--- src/rtl/twm_map.vh ---
// Register selects, field positions, status codes and bus timing for the two-wire controller
`ifndef TWM_MAP_VH
`define TWM_MAP_VH
`define TWM_SEL_CTRL 2'h0
`define TWM_SEL_STAT 2'h1
`define TWM_SEL_DATA 2'h2
`define TWM_B_INT 7
`define TWM_B_ACKEN 6
`define TWM_B_STA 5
`define TWM_B_STO 4
`define TWM_B_WC 3
`define TWM_B_EN 2
`define TWM_B_IE 0
`define TWM_CTRL_RST 8'h00
`define TWM_STAT_RST 8'hf8
`define TWM_DATA_RST 8'hff
`define TWM_ST_START 5'h01
`define TWM_ST_RSTART 5'h02
`define TWM_ST_AW_ACK 5'h03
`define TWM_ST_AW_NACK 5'h04
`define TWM_ST_D_ACK 5'h05
`define TWM_ST_D_NACK 5'h06
`define TWM_ST_ARB 5'h07
`define TWM_ST_IDLE 5'h1f
`define TWM_CLK_NS 25
`define TWM_HALF_NS 5000
`define TWM_HALF_CYC ((`TWM_HALF_NS + `TWM_CLK_NS - 1) / `TWM_CLK_NS)
`endif

--- src/rtl/twm_ctrl.v ---
// Two-wire bus controller-send engine with control, state and byte registers
`timescale 1ns/1ps
`default_nettype none
`include "twm_map.vh"
// Summary of operation
// - Four modes exist; software picks which ones it uses. Only controller send is built here.
// - Transfer stalls with clock held low while the flag is set, except after lost arbitration, when the clock is released.
// - Controller mode needs START; address direction bit picks send or receive.
// - START is generated only once the bus is seen free.
// - After START the flag is set and code 0x08 shown.
// - Writing one to the flag clears it and continues the transfer.
// - After address and acknowledge bit, flag set with 0x18, 0x20 or 0x38.
// - Byte register write while flag low is dropped and sets write collision.
// - After each data byte and acknowledge bit the flag is set.
// - Repeated START requested with start 1, stop 0; code 0x10 after it.
// - Repeated START keeps the bus; any target and direction may follow.
// - Read bit high, write low, acknowledge low, bytes are eight bits.
// - Data byte acknowledged gives 0x28, not acknowledged gives 0x30.
// - Lost arbitration gives 0x38, releases bus, restarts when free if requested.
// - Stop request bit clears itself after STOP is sent.
// - Stop plus start sends STOP then START and clears stop request.
module twm_ctrl (
  input wire clk,
  input wire rst_b,
  input wire ce,
  input wire [1:0] reg_sel,
  input wire reg_wr,
  input wire reg_rd,
  input wire [7:0] reg_wdata,
  output reg [7:0] reg_rdata_r,
  output reg [1:0] ctl_mode_r,
  input wire scl_in,
  output reg scl_out_r,
  output reg scl_oe_r,
  input wire sda_in,
  output reg sda_out_r,
  output reg sda_oe_r
);
  localparam [3:0] S_IDLE = 4'h0;
  localparam [3:0] S_STA = 4'h1;
  localparam [3:0] S_HOLD = 4'h2;
  localparam [3:0] S_BLO = 4'h3;
  localparam [3:0] S_BHI = 4'h4;
  localparam [3:0] S_ALO = 4'h5;
  localparam [3:0] S_AHI = 4'h6;
  localparam [3:0] S_STP1 = 4'h7;
  localparam [3:0] S_STP2 = 4'h8;
  localparam [3:0] S_STP3 = 4'h9;
  localparam [3:0] S_RS1 = 4'ha;
  localparam [3:0] S_RS2 = 4'hb;
  localparam integer HALF_I = `TWM_HALF_CYC;
  localparam [11:0] HALF = HALF_I[11:0];

  reg [1:0] scl_sync_r;
  reg [1:0] sda_sync_r;
  reg scl_d_r;
  reg sda_d_r;
  reg busy_r;
  reg [7:0] ctrl_r;
  reg [4:0] code_r;
  reg [1:0] presc_r;
  reg [7:0] byte_r;
  reg [7:0] shift_r;
  reg [2:0] bit_r;
  reg [3:0] state_r;
  reg [11:0] cnt_r;
  reg addr_ph_r;
  reg rep_r;

  wire scl_s = scl_sync_r[1];
  wire sda_s = sda_sync_r[1];
  wire flag = ctrl_r[`TWM_B_INT];
  wire en = ctrl_r[`TWM_B_EN];
  wire ctrl_wr = reg_wr && (reg_sel == `TWM_SEL_CTRL);
  wire data_wr = reg_wr && (reg_sel == `TWM_SEL_DATA);
  wire half_done = (cnt_r == HALF - 12'h001);
  wire hi_done = half_done && scl_s;

  reg [3:0] state_nxt;
  reg [11:0] cnt_nxt;
  reg set_flag;
  reg [4:0] set_code;
  reg clr_sto;
  reg scl_drv;
  reg sda_drv;

  // Bus engine next state
  always @* begin
    state_nxt = state_r;
    cnt_nxt = half_done ? 12'h000 : cnt_r + 12'h001;
    set_flag = 1'b0;
    set_code = code_r;
    clr_sto = 1'b0;
    scl_drv = 1'b0;
    sda_drv = 1'b0;
    case (state_r)
      S_IDLE: begin
        cnt_nxt = 12'h000;
        if (en && ctrl_r[`TWM_B_STA] && !flag && !busy_r) begin
          state_nxt = S_STA;
        end
      end
      S_STA: begin
        sda_drv = 1'b1;
        if (half_done) begin
          state_nxt = S_HOLD;
          set_flag = 1'b1;
          set_code = rep_r ? `TWM_ST_RSTART : `TWM_ST_START;
        end
      end
      S_HOLD: begin
        scl_drv = 1'b1;
        sda_drv = 1'b1;
        cnt_nxt = 12'h000;
        if (!flag) begin
          if (ctrl_r[`TWM_B_STO]) begin
            state_nxt = S_STP1;
          end else if (ctrl_r[`TWM_B_STA]) begin
            state_nxt = S_RS1;
          end else begin
            state_nxt = S_BLO;
          end
        end
      end
      S_BLO: begin
        scl_drv = 1'b1;
        sda_drv = ~shift_r[7];
        if (half_done) begin
          state_nxt = S_BHI;
        end
      end
      S_BHI: begin
        sda_drv = ~shift_r[7];
        if (!scl_s) begin
          cnt_nxt = 12'h000;
        end else if (hi_done) begin
          if (shift_r[7] && !sda_s) begin
            state_nxt = S_IDLE;
            set_flag = 1'b1;
            set_code = `TWM_ST_ARB;
          end else if (bit_r == 3'h0) begin
            state_nxt = S_ALO;
          end else begin
            state_nxt = S_BLO;
          end
        end
      end
      S_ALO: begin
        scl_drv = 1'b1;
        if (half_done) begin
          state_nxt = S_AHI;
        end
      end
      S_AHI: begin
        if (!scl_s) begin
          cnt_nxt = 12'h000;
        end else if (hi_done) begin
          state_nxt = S_HOLD;
          set_flag = 1'b1;
          if (addr_ph_r) begin
            set_code = sda_s ? `TWM_ST_AW_NACK : `TWM_ST_AW_ACK;
          end else begin
            set_code = sda_s ? `TWM_ST_D_NACK : `TWM_ST_D_ACK;
          end
        end
      end
      S_STP1: begin
        scl_drv = 1'b1;
        sda_drv = 1'b1;
        if (half_done) begin
          state_nxt = S_STP2;
        end
      end
      S_STP2: begin
        sda_drv = 1'b1;
        if (!scl_s) begin
          cnt_nxt = 12'h000;
        end else if (hi_done) begin
          state_nxt = S_STP3;
        end
      end
      S_STP3: begin
        if (half_done) begin
          state_nxt = S_IDLE;
          clr_sto = 1'b1;
          set_code = `TWM_ST_IDLE;
        end
      end
      S_RS1: begin
        scl_drv = 1'b1;
        if (half_done) begin
          state_nxt = S_RS2;
        end
      end
      S_RS2: begin
        if (!scl_s) begin
          cnt_nxt = 12'h000;
        end else if (hi_done) begin
          state_nxt = S_STA;
        end
      end
      default: begin
        state_nxt = S_IDLE;
      end
    endcase
    if (!en) begin
      state_nxt = S_IDLE;
      cnt_nxt = 12'h000;
      scl_drv = 1'b0;
      sda_drv = 1'b0;
    end
  end

  always @(posedge clk) begin
    if (!rst_b) begin
      scl_sync_r <= 2'h3;
      sda_sync_r <= 2'h3;
      scl_d_r <= 1'b1;
      sda_d_r <= 1'b1;
      busy_r <= 1'b0;
      ctrl_r <= `TWM_CTRL_RST;
      code_r <= `TWM_ST_IDLE;
      presc_r <= 2'h0;
      byte_r <= `TWM_DATA_RST;
      shift_r <= 8'h00;
      bit_r <= 3'h7;
      state_r <= S_IDLE;
      cnt_r <= 12'h000;
      addr_ph_r <= 1'b0;
      rep_r <= 1'b0;
      ctl_mode_r <= 2'h0;
      reg_rdata_r <= 8'h00;
      scl_out_r <= 1'b0;
      sda_out_r <= 1'b0;
      scl_oe_r <= 1'b0;
      sda_oe_r <= 1'b0;
    end else if (ce) begin
      scl_sync_r <= {scl_sync_r[0], scl_in};
      sda_sync_r <= {sda_sync_r[0], sda_in};
      scl_d_r <= scl_s;
      sda_d_r <= sda_s;
      // Bus busy from START and STOP seen on the lines
      if (scl_s && scl_d_r && sda_d_r && !sda_s) begin
        busy_r <= 1'b1;
      end else if (scl_s && scl_d_r && !sda_d_r && sda_s) begin
        busy_r <= 1'b0;
      end
      state_r <= state_nxt;
      cnt_r <= cnt_nxt;
      scl_oe_r <= scl_drv;
      sda_oe_r <= sda_drv;
      scl_out_r <= 1'b0;
      sda_out_r <= 1'b0;
      code_r <= set_code;
      if (state_r == S_HOLD && !flag && en) begin
        shift_r <= byte_r;
        bit_r <= 3'h7;
        rep_r <= ctrl_r[`TWM_B_STA] && !ctrl_r[`TWM_B_STO];
      end else if (state_r == S_BHI && hi_done) begin
        shift_r <= {shift_r[6:0], 1'b0};
        bit_r <= bit_r - 3'h1;
      end
      if (state_r == S_STA && half_done) begin
        addr_ph_r <= 1'b1;
        ctl_mode_r <= 2'h0;
      end else if (state_r == S_AHI && hi_done) begin
        addr_ph_r <= 1'b0;
        if (addr_ph_r) begin
          ctl_mode_r <= byte_r[0] ? 2'h2 : 2'h1;
        end
      end
      if (state_nxt == S_IDLE && state_r != S_IDLE) begin
        rep_r <= 1'b0;
        ctl_mode_r <= 2'h0;
      end
      // Control register: writing one to the flag clears it, hardware set wins
      if (ctrl_wr) begin
        ctrl_r[`TWM_B_ACKEN] <= reg_wdata[`TWM_B_ACKEN];
        ctrl_r[`TWM_B_STA] <= reg_wdata[`TWM_B_STA];
        ctrl_r[`TWM_B_STO] <= reg_wdata[`TWM_B_STO];
        ctrl_r[`TWM_B_EN] <= reg_wdata[`TWM_B_EN];
        ctrl_r[`TWM_B_IE] <= reg_wdata[`TWM_B_IE];
      end
      if (clr_sto) begin
        ctrl_r[`TWM_B_STO] <= 1'b0;
      end
      if (set_flag) begin
        ctrl_r[`TWM_B_INT] <= 1'b1;
      end else if (ctrl_wr && reg_wdata[`TWM_B_INT]) begin
        ctrl_r[`TWM_B_INT] <= 1'b0;
      end
      if (data_wr) begin
        if (flag) begin
          byte_r <= reg_wdata;
          ctrl_r[`TWM_B_WC] <= 1'b0;
        end else begin
          ctrl_r[`TWM_B_WC] <= 1'b1;
        end
      end
      if (reg_wr && reg_sel == `TWM_SEL_STAT) begin
        presc_r <= reg_wdata[1:0];
      end
      if (reg_rd) begin
        case (reg_sel)
          `TWM_SEL_CTRL: reg_rdata_r <= ctrl_r;
          `TWM_SEL_STAT: reg_rdata_r <= {code_r, 1'b0, presc_r};
          `TWM_SEL_DATA: reg_rdata_r <= byte_r;
          default: reg_rdata_r <= 8'h00;
        endcase
      end
    end
  end
endmodule
`default_nettype wire

--- config.mk ---
export PLATFORM = sky130hd
export DESIGN_NAME = twm_ctrl
export DESIGN_NICKNAME = d
export VERILOG_FILES = /design/src/rtl/twm_ctrl.v
export VERILOG_INCLUDE_DIRS = /design/src /design/src/rtl
export SDC_FILE = /design/constraint.sdc
export NUM_CORES = 1
export LEC_CHECK = 0
export BUFFER_PORTS_ARGS = -buffer_cell sky130_fd_sc_hd__buf_2
export CORE_MARGIN = 10
export CORE_UTILIZATION = 35
export CTS_BUF_LIST = sky130_fd_sc_hd__clkbuf_4 sky130_fd_sc_hd__clkbuf_8
export DETAILED_ROUTE_END_ITERATION = 10
export PLACE_DENSITY = 0.55
export SLEW_MARGIN = 20
export SYNTH_ARGS = -nofsm -noshare
export SYNTH_HDL_FRONTEND = slang
export SYNTH_SLANG_ARGS = --single-unit
export TNS_END_PERCENT = 50
--- constraint.sdc ---
create_clock -name clk -period 2.53 [get_ports clk]
set_input_delay 0.3795 -clock clk [delete_from_list [all_inputs] [get_ports clk]]
set_output_delay 0.3795 -clock clk [all_outputs]
set_load 0.03 [all_outputs]
==> results of run 1 <==
==> cell usage in the layout, fill, tap and decap left out, types with 3 or more instances in the layout <==
cell and count:
o21ai_0 16, a31oi_1 7, dfxtp_1 69, clkbuf_8 9, a221oi_1 3, nor3_1 9, and3_1 7, xnor2_1 4
xor2_1 8, mux2i_1 35, and4_1 3, a21oi_1 17, ha_1 4, inv_1 12, nand3_1 13, nand2_1 35
o211ai_1 6, buf_4 16, nor2_1 59, nand4_1 7, buf_2 28, nor2b_1 9, a22oi_1 4, a211oi_1 11
nand2b_1 8
==> flip-flops by register name, summed over array words and instances, names as in the netlist, 2 cells and up <==
signal / cells
reg_rdata_r: 8
sda_sync_r: 2
bit_r: 3
code_r: 4
shift_r: 8
cnt_r: 12
byte_r: 8
state_r: 4
ctl_mode_r: 2
ctrl_r: 7
presc_r: 2
scl_sync_r: 2
==> power by group <==
| part | leakage [uW] | total [uW] | internal (uW) | switching, uW |
|---|---|---|---|---|
| Clock | 0.0000915 | 884 | 449 | 434 |
| Sequential | 0.000559 | 1110 | 1100 | 10.8 |
| Combinational | 0.000995 | 153 | 51.2 | 102 |
==> kinds of logic after synthesis <==
| kind of cell | Yosys count | share of synthesized area (%) |
|---|---|---|
| other | 1 | 0.105 |
| buffers and inverters | 42 | 5.30 |
| muxes | 35 | 9.84 |
| and+or+nand+nor | 167 | 23.8 |
| AOI/OAI and AO/OA | 90 | 17.8 |
| xor gates and xnor gates | 12 | 2.95 |
| DFF | 69 | 38.8 |
| adders and majority gates | 4 | 1.41 |
==> cell usage after synthesis (2+ instances only) <==
cell / count / area, sq um
or2_2: 2 / 12.5
xor2_1: 8 / 70.1
a211oi_1: 11 / 82.6
nand4_1: 7 / 43.8
and3_1: 7 / 43.8
buf_2: 7 / 35.0
mux2i_1: 35 / 350
o21ai_0: 16 / 80.1
a22o_1: 2 / 17.5
nand3_1: 13 / 65.1
o21ai_1: 2 / 10.0
a21oi_1: 17 / 85.1
xnor2_1: 4 / 35.0
a221oi_1: 3 / 26.3
nor3_1: 9 / 45.0
a21o_1: 2 / 15.0
nor2b_1: 9 / 56.3
and2_1: 2 / 12.5
o21a_1: 2 / 15.0
buf_4: 2 / 15.0
buf_1: 3 / 11.3
dfxtp_1: 69 / 1380
buf_6: 2 / 22.5
o2111ai_1: 2 / 17.5
or4b_1: 2 / 20.0
clkbuf_1: 16 / 60.1
nor2_1: 59 / 221
nor3b_1: 2 / 15.0
inv_1: 12 / 45.0
a22oi_1: 4 / 30.0
and4_1: 3 / 26.3
a31oi_1: 7 / 43.8
nand2_1: 35 / 131
nor3_2: 2 / 20.0
nand2b_1: 8 / 50.1
o211ai_1: 6 / 45.0
ha_1: 4 / 50.1
o32ai_1: 2 / 17.5
==> metrics by stage <==
step	util (%)	std cells
floorplan	-	421
global placement	39.2	569
detailed placement	39.2	569
CTS	41.1	584
global route	41.1	584
finish	41.1	584
==> cell type report <==
type                    instances  area, sq um  area share, %
flip-flops and latches         69         1380           34.1
repair buffers                 45          280           6.91
multi-input cells             310         2000           49.2
clock buffers                   9          124           3.05
inverters                      12         45.0           1.11
clock inverters                 6         63.8           1.57
well taps                     133          166           4.10
==> worst max-delay path: cells and delay by family, from the launching register on <==
| kind | cells | cell delay (ns) |
|---|---|---|
| AOI/OAI and AO/OA | 2 | 0.61 |
| adders and majority gates | 1 | 0.21 |
| DFF | 1 | 0.37 |
| and+or+nand+nor | 3 | 0.92 |
==> per-layer routing <==
| layer | track usage, % | vias to the layer above |
|---|---|---|
| li1 | - | 1549 |
| met1 | 17.4 | 1428 |
| met2 | 18.3 | 114 |
| met3 | 3.44 | 23 |
| met4 | 5.88 | 0 |
| met5 | 0 | - |
==> worst min path at each step <==
stage / start / end / slack (ns) / cells after the start
5_1_grt: reg_wdata[3] / byte_r[3]$_SDFFE_PN1P_ / 0.23 / 3
2_1_floorplan: sda_d_r$_SDFFE_PN1P_ / sda_d_r$_SDFFE_PN1P_ / 0.43 / 2
6_report: reg_wdata[3] / byte_r[3]$_SDFFE_PN1P_ / 0.24 / 3
4_1_cts: reg_wdata[3] / byte_r[3]$_SDFFE_PN1P_ / 0.22 / 3
3_3_place_gp: sda_d_r$_SDFFE_PN1P_ / sda_d_r$_SDFFE_PN1P_ / 0.45 / 2
3_5_place_dp: sda_d_r$_SDFFE_PN1P_ / sda_d_r$_SDFFE_PN1P_ / 0.46 / 2
==> flow_summary.toml, run 1 <==
[status]
run_status = "completed"

[yosys]
synth_edf_count = 0
yosysWarningCount = 0
syn_area_sq_mm = 0.00356
yosys_register_bits = 69
synthesis.instances = 420
yosys.cell_types.count = 60
avg_inst_size_synth_sq_um = 8.48
async_flop_share_pct = 0
synth_seq_area_share_pct = 38.8
postSynth.topFlopCell = "dfxtp_1"

[timing]
timing.slew.headroom_pct = 57.3
worst_clock_skew_ns = 0.00972
setup_repair_after_global_routing_missed_its_margin = "no"
fin_tns_setup_ns = 0
max_clock_freq_mhz = 451
timing_max_transition_violations_final = 0
worst-slew-pin-transition_ns = 0.640
finalHoldWorstSlack_ns = 0.237
setup_viol = 0
final_critical_path_setup_slack_ns = 0.313
hold_viol_final = 0
layout_min_cycle_time_ns = 2.22
fin_crit_sh_pct = 87.6

[clocking]
buffer_levels_on_the_longest_clock_path = 2
post_cts_hold_buffer_count = 0
clk_pin_slew_ns = 0.08
post_cts.repair.setup_buffers = 0
post_cts_resize_count = 0
htree_num_levels = 3
clkLatencyLatePin_ns = 0.35
cts_tree = "yes"
cts_num_sinks = 69
tritoncts.num_buffers = 9
cts_root_buffer = "clkbuf_8"

[setup_path]
critical-path-max-stage-delay_ns = 0.49
critical_path_cell_sequence = "ha_1 -> and2_1 -> nand4_1 -> a311o_1 -> nor4_4 -> o21ai_1"
worstSetupEndpoint = "ctl_mode_r[1]$_SDFFE_PN0P_"
timing_worst_setup_path_type = "register to register"
critical_path_arrival_ns = 2.45
worst_r2r_endpoint = "ctl_mode_r[1]$_SDFFE_PN0P_"
timing.critical_path.slowest_stage_cell = "a311o_1"
critical_path.endpoint_type = "register"
required_ns = 2.76
worst-r2r-setup-slack_ns = 0.31
critPathLaunchType = "register"
critPathLaunch = "cnt_r[0]$_SDFFE_PN0P_"
r2r_start = "cnt_r[0]$_SDFFE_PN0P_"
critical_path_peak_fanout = 7
reg2regPathDepth = 6

[pwr]
irDropWorstVdd_v = 0.000203
power.total_uw = 2150
power.density_mw_per_mm2 = 530
total_leakage_power_uw = 0.00165

[placement]
post_dp_cell_area_sq_mm = 0.00387
globalplace.congestion = 1.00
pre_cts_slack_ns = 0.350
portBuffers = 28
detailed_place_hpwl_mm = 6.90

[cells_and_area]
final_design_area_no_fill_sq_mm = 0.00406
finish.net_count = 468
num-fill-cells = 998
num_antenna_cells = 0
layout_cell_share_with_drive_strength_beyond_1_pct = 15.7
area_delta_synth_final_pct = 13.9

[hold_path]
worstHoldPathType = "input pin to register"

[route]
amount_of_wire_on_met2_after_detailed_routing_mm = 3.96
drt_wl_total_mm = 9.36
routed.top_layer = "met4"
via_per_inst = 5.33
drt_pre_antenna_iters = 5
drt.antenna.violating_nets = 0
wl_met1_mm = 4.47
drcViolationCount = 0
detail_route.wl_per_cell_microns = 16.0
total_number_of_vias = 3114
met3WireLength_microns = 658
drtIter0Drc = 284

[grt]
wire_length_of_the_first_global_routing_pass_mm = 15.2
grt_util_all_layers_pct = 12.8
globalRouteOverflowTotal = 0
antenna_found_initial = 0
grt_start_max_net_pins = 28
grt_pass1_vias = 2866

[job]
drv.max_cap_violation_count = 0

[die]
core-area_sq_mm = 0.00986
dieHeight_microns = 121
boundaryPins = 31
floorplan.rows = 36
dieWidth_microns = 121
initial_core_utilization_pct = 36.1
die-area_sq_mm = 0.0146
Note: power is estimated with default switching activity, not from simulation.
==> run 2, diff against run 1 <==
Settings changed: ABC_AREA set to 1.
==> flow_summary.toml, run 2 <==
[status]
run_status = "completed"

[die]
dieHeight_microns = 122
initial_core_utilization_pct = 35.5
floorplan.rows = 37
dieWidth_microns = 122
die-area_sq_mm = 0.0149
boundaryPins = 31
core-area_sq_mm = 0.0102

[route]
total_number_of_vias = 3488
detail_route.wl_per_cell_microns = 14.4
wl_met1_mm = 4.86
via_per_inst = 4.97
drt_pre_antenna_iters = 4
drtIter0Drc = 227
drt.antenna.violating_nets = 0
met3WireLength_microns = 452
drt_wl_total_mm = 10.1
drcViolationCount = 0
amount_of_wire_on_met2_after_detailed_routing_mm = 4.59
routed.top_layer = "met4"

[timing]
hold_viol_final = 0
max_clock_freq_mhz = 468
fin_crit_sh_pct = 84.5
timing_max_transition_violations_final = 0
worst_clock_skew_ns = 0.00733
setup_repair_after_global_routing_missed_its_margin = "no"
setup_viol = 0
layout_min_cycle_time_ns = 2.14
fin_tns_setup_ns = 0

[yosys]
yosys_register_bits = 69
synth_seq_area_share_pct = 38.0
netlist.top_cell.by_area = "dfxtp_1"
post_synth_most_frequent_cells = "136 x nand2_1, 69 x dfxtp_1, 65 x nor2_1, 50 x inv_1, 45 x a21oi_1"
yosys.cell_types.count = 44
fraction_of_post_synthesis_cell_area_in_the_top_cell_type_by_area_pct = 38.0
syn_area_sq_mm = 0.00364
netlist_top_cells_area = "dfxtp_1 38%, nand2_1 14%, nor2_1 6.7%"
avg_inst_size_synth_sq_um = 6.83
synthesis.instances = 532
postSynth.topFlopCell = "dfxtp_1"
synth_edf_count = 0
synthMostInstantiatedCell = "nand2_1"
async_flop_share_pct = 0
yosysWarningCount = 0

[cells_and_area]
largest_register_ff_count = 12
area_delta_synth_final_pct = 14.2
largest_register = "cnt_r"
layout_cell_share_with_drive_strength_beyond_1_pct = 15.5
layout_commonest_cell = "nand2_1"
finish.net_count = 583
final_design_area_no_fill_sq_mm = 0.00415
num_antenna_cells = 0
layout.cells.most_common_list = "136 x nand2_1, 69 x dfxtp_1, 65 x nor2_1, 50 x inv_1, 45 x a21oi_1"

[placement]
detailed_place_hpwl_mm = 7.60
portBuffers = 28
post_dp_cell_area_sq_mm = 0.00392
globalplace.congestion = 0.892

[grt]
grt_start_max_net_pins = 31
globalRouteOverflowTotal = 0
grt_pass1_vias = 3371
wire_length_of_the_first_global_routing_pass_mm = 16.9
antenna_found_initial = 0
grt_util_all_layers_pct = 14.2

[clocking]
post_cts_resize_count = 0
htree_num_levels = 3
tritoncts.num_buffers = 9
cts_tree = "yes"
post_cts_hold_buffer_count = 0
cts_root_buffer = "clkbuf_8"
clkLatencyLatePin_ns = 0.35
clk_pin_slew_ns = 0.08
buffer_levels_on_the_longest_clock_path = 2
post_cts.repair.setup_buffers = 0
cts_num_sinks = 69

[setup_path]
timing_worst_setup_path_type = "register to register"
critical_path.n_buffers_inverters = 2
critical_path_arrival_ns = 2.39
critPathTopFamily = "simple AND/OR/NAND/NOR gates"
critical_path_peak_fanout = 6
crit_cells = 18
critical_path.endpoint_type = "register"
worst_path_most_repeated_cell = "nand2_1"
required_ns = 2.78
critical-path-max-stage-delay_ns = 0.37
critical_path_cell_sequence = "ha_1 -> nand2_1 -> inv_1 -> nand2_1 -> nor2_4 -> nand2_2 -> nand2_1 -> nand2_1 -> nand2_1 -> nand3_1 -> nand2_1 -> inv_2 -> nor2_2 -> nand3_1 -> nand2_1 -> nand2_1 -> nor2_1 -> nor2_1"
critPathLaunchType = "register"
timing.critical_path.slowest_stage_cell = "dfxtp_1"
reg2regPathDepth = 18

[pwr]
power.density_mw_per_mm2 = 596
irDropWorstVdd_v = 0.000372
total_leakage_power_uw = 0.00183

[job]
drv.max_cap_violation_count = 0

[hold_path]
worstHoldPathType = "input pin to register"
hold_depth = 3
run 2: cell count changes in the layout (fill, tap and decap cells not counted), sizes merged, moves of 18 or more:
cell / change
a21oi: +28
inv: +47
mux2i: -35
nand2: +104
nor2: +18
o21ai: +18
run 2: cell type report:
cell class,count,area (sq um)
inverters,60,233
multi-input cells,384,1920
clock buffers,9,124
fillers,1102,6080
flip-flops and latches,69,1380
clock inverters,6,111
well taps,136,170
repair buffers,38,215
run 2: per-layer routing:
| layer | global-route usage, % | vias up |
|---|---|---|
| met5 | 0 | - |
| li1 | - | 1790 |
| met3 | 2.96 | 21 |
| met4 | 6.18 | 0 |
| met1 | 19.0 | 1599 |
| met2 | 21.7 | 78 |
run 2: logic make-up (layout without fill, tap and decap cells):
kind of cell,Yosys count,in the layout,share of synthesized area (%)
adders and majority gates,4,4,1.38
xor gates and xnor gates,4,4,0.963
DFF,69,69,38.0
and+or+nand+nor,271,271,33.6
AOI/OAI and AO/OA,103,103,16.6
buffers and inverters,80,113,9.39
other,1,2,0.103
run 2: power breakdown:
| part | total (uW) | leakage (uW) | internal [uW] | switching, uW |
|---|---|---|---|---|
| Combinational | 244 | 0.00115 | 77.0 | 167 |
| Clock | 1100 | 0.000116 | 651 | 445 |
| Sequential | 1140 | 0.000561 | 1110 | 21.6 |
| Total | 2480 | 0.00183 | 1840 | 633 |
run 2: worst paths after layout:
| check | endpoint | from | slack [ns] |
|---|---|---|---|
| setup / recovery | ctl_mode_r[1]$_SDFFE_PN0P_ | cnt_r[0]$_SDFFE_PN0P_ | 0.39 |
| hold / removal | byte_r[3]$_SDFFE_PN1P_ | reg_wdata[3] | 0.23 |
| setup reg to reg | ctl_mode_r[1]$_SDFFE_PN0P_ | cnt_r[0]$_SDFFE_PN0P_ | 0.39 |
| hold reg to reg | presc_r[1]$_SDFFE_PN0P_ | presc_r[1]$_SDFFE_PN0P_ | 0.45 |
run 2: metrics by stage:
stage,util [%],cells,total power (uW),setup slack [ns],hold WS [ns]
floorplan,-,533,1330,0.727,0.425
global placement,38.3,687,1400,0.512,0.438
detailed placement,38.3,687,1400,0.428,0.441
CTS,40.6,702,2500,0.413,0.216
global route,40.6,702,2580,0.0663,0.228
finish,40.6,702,2480,0.391,0.228
run 2: worst register-to-register path, cell delays in order (launching register included):
cell and delay (ns):
dfxtp_1 0.37, ha_1 0.23, nand2_1 0.09, inv_1 0.06
nand2_1 0.07, nor2_4 0.17, nand2_2 0.12, nand2_1 0.09
nand2_1 0.05, nand2_1 0.05, nand3_1 0.09, nand2_1 0.13
inv_2 0.04, nor2_2 0.09, nand3_1 0.10, nand2_1 0.07
nand2_1 0.06, nor2_1 0.10, nor2_1 0.05
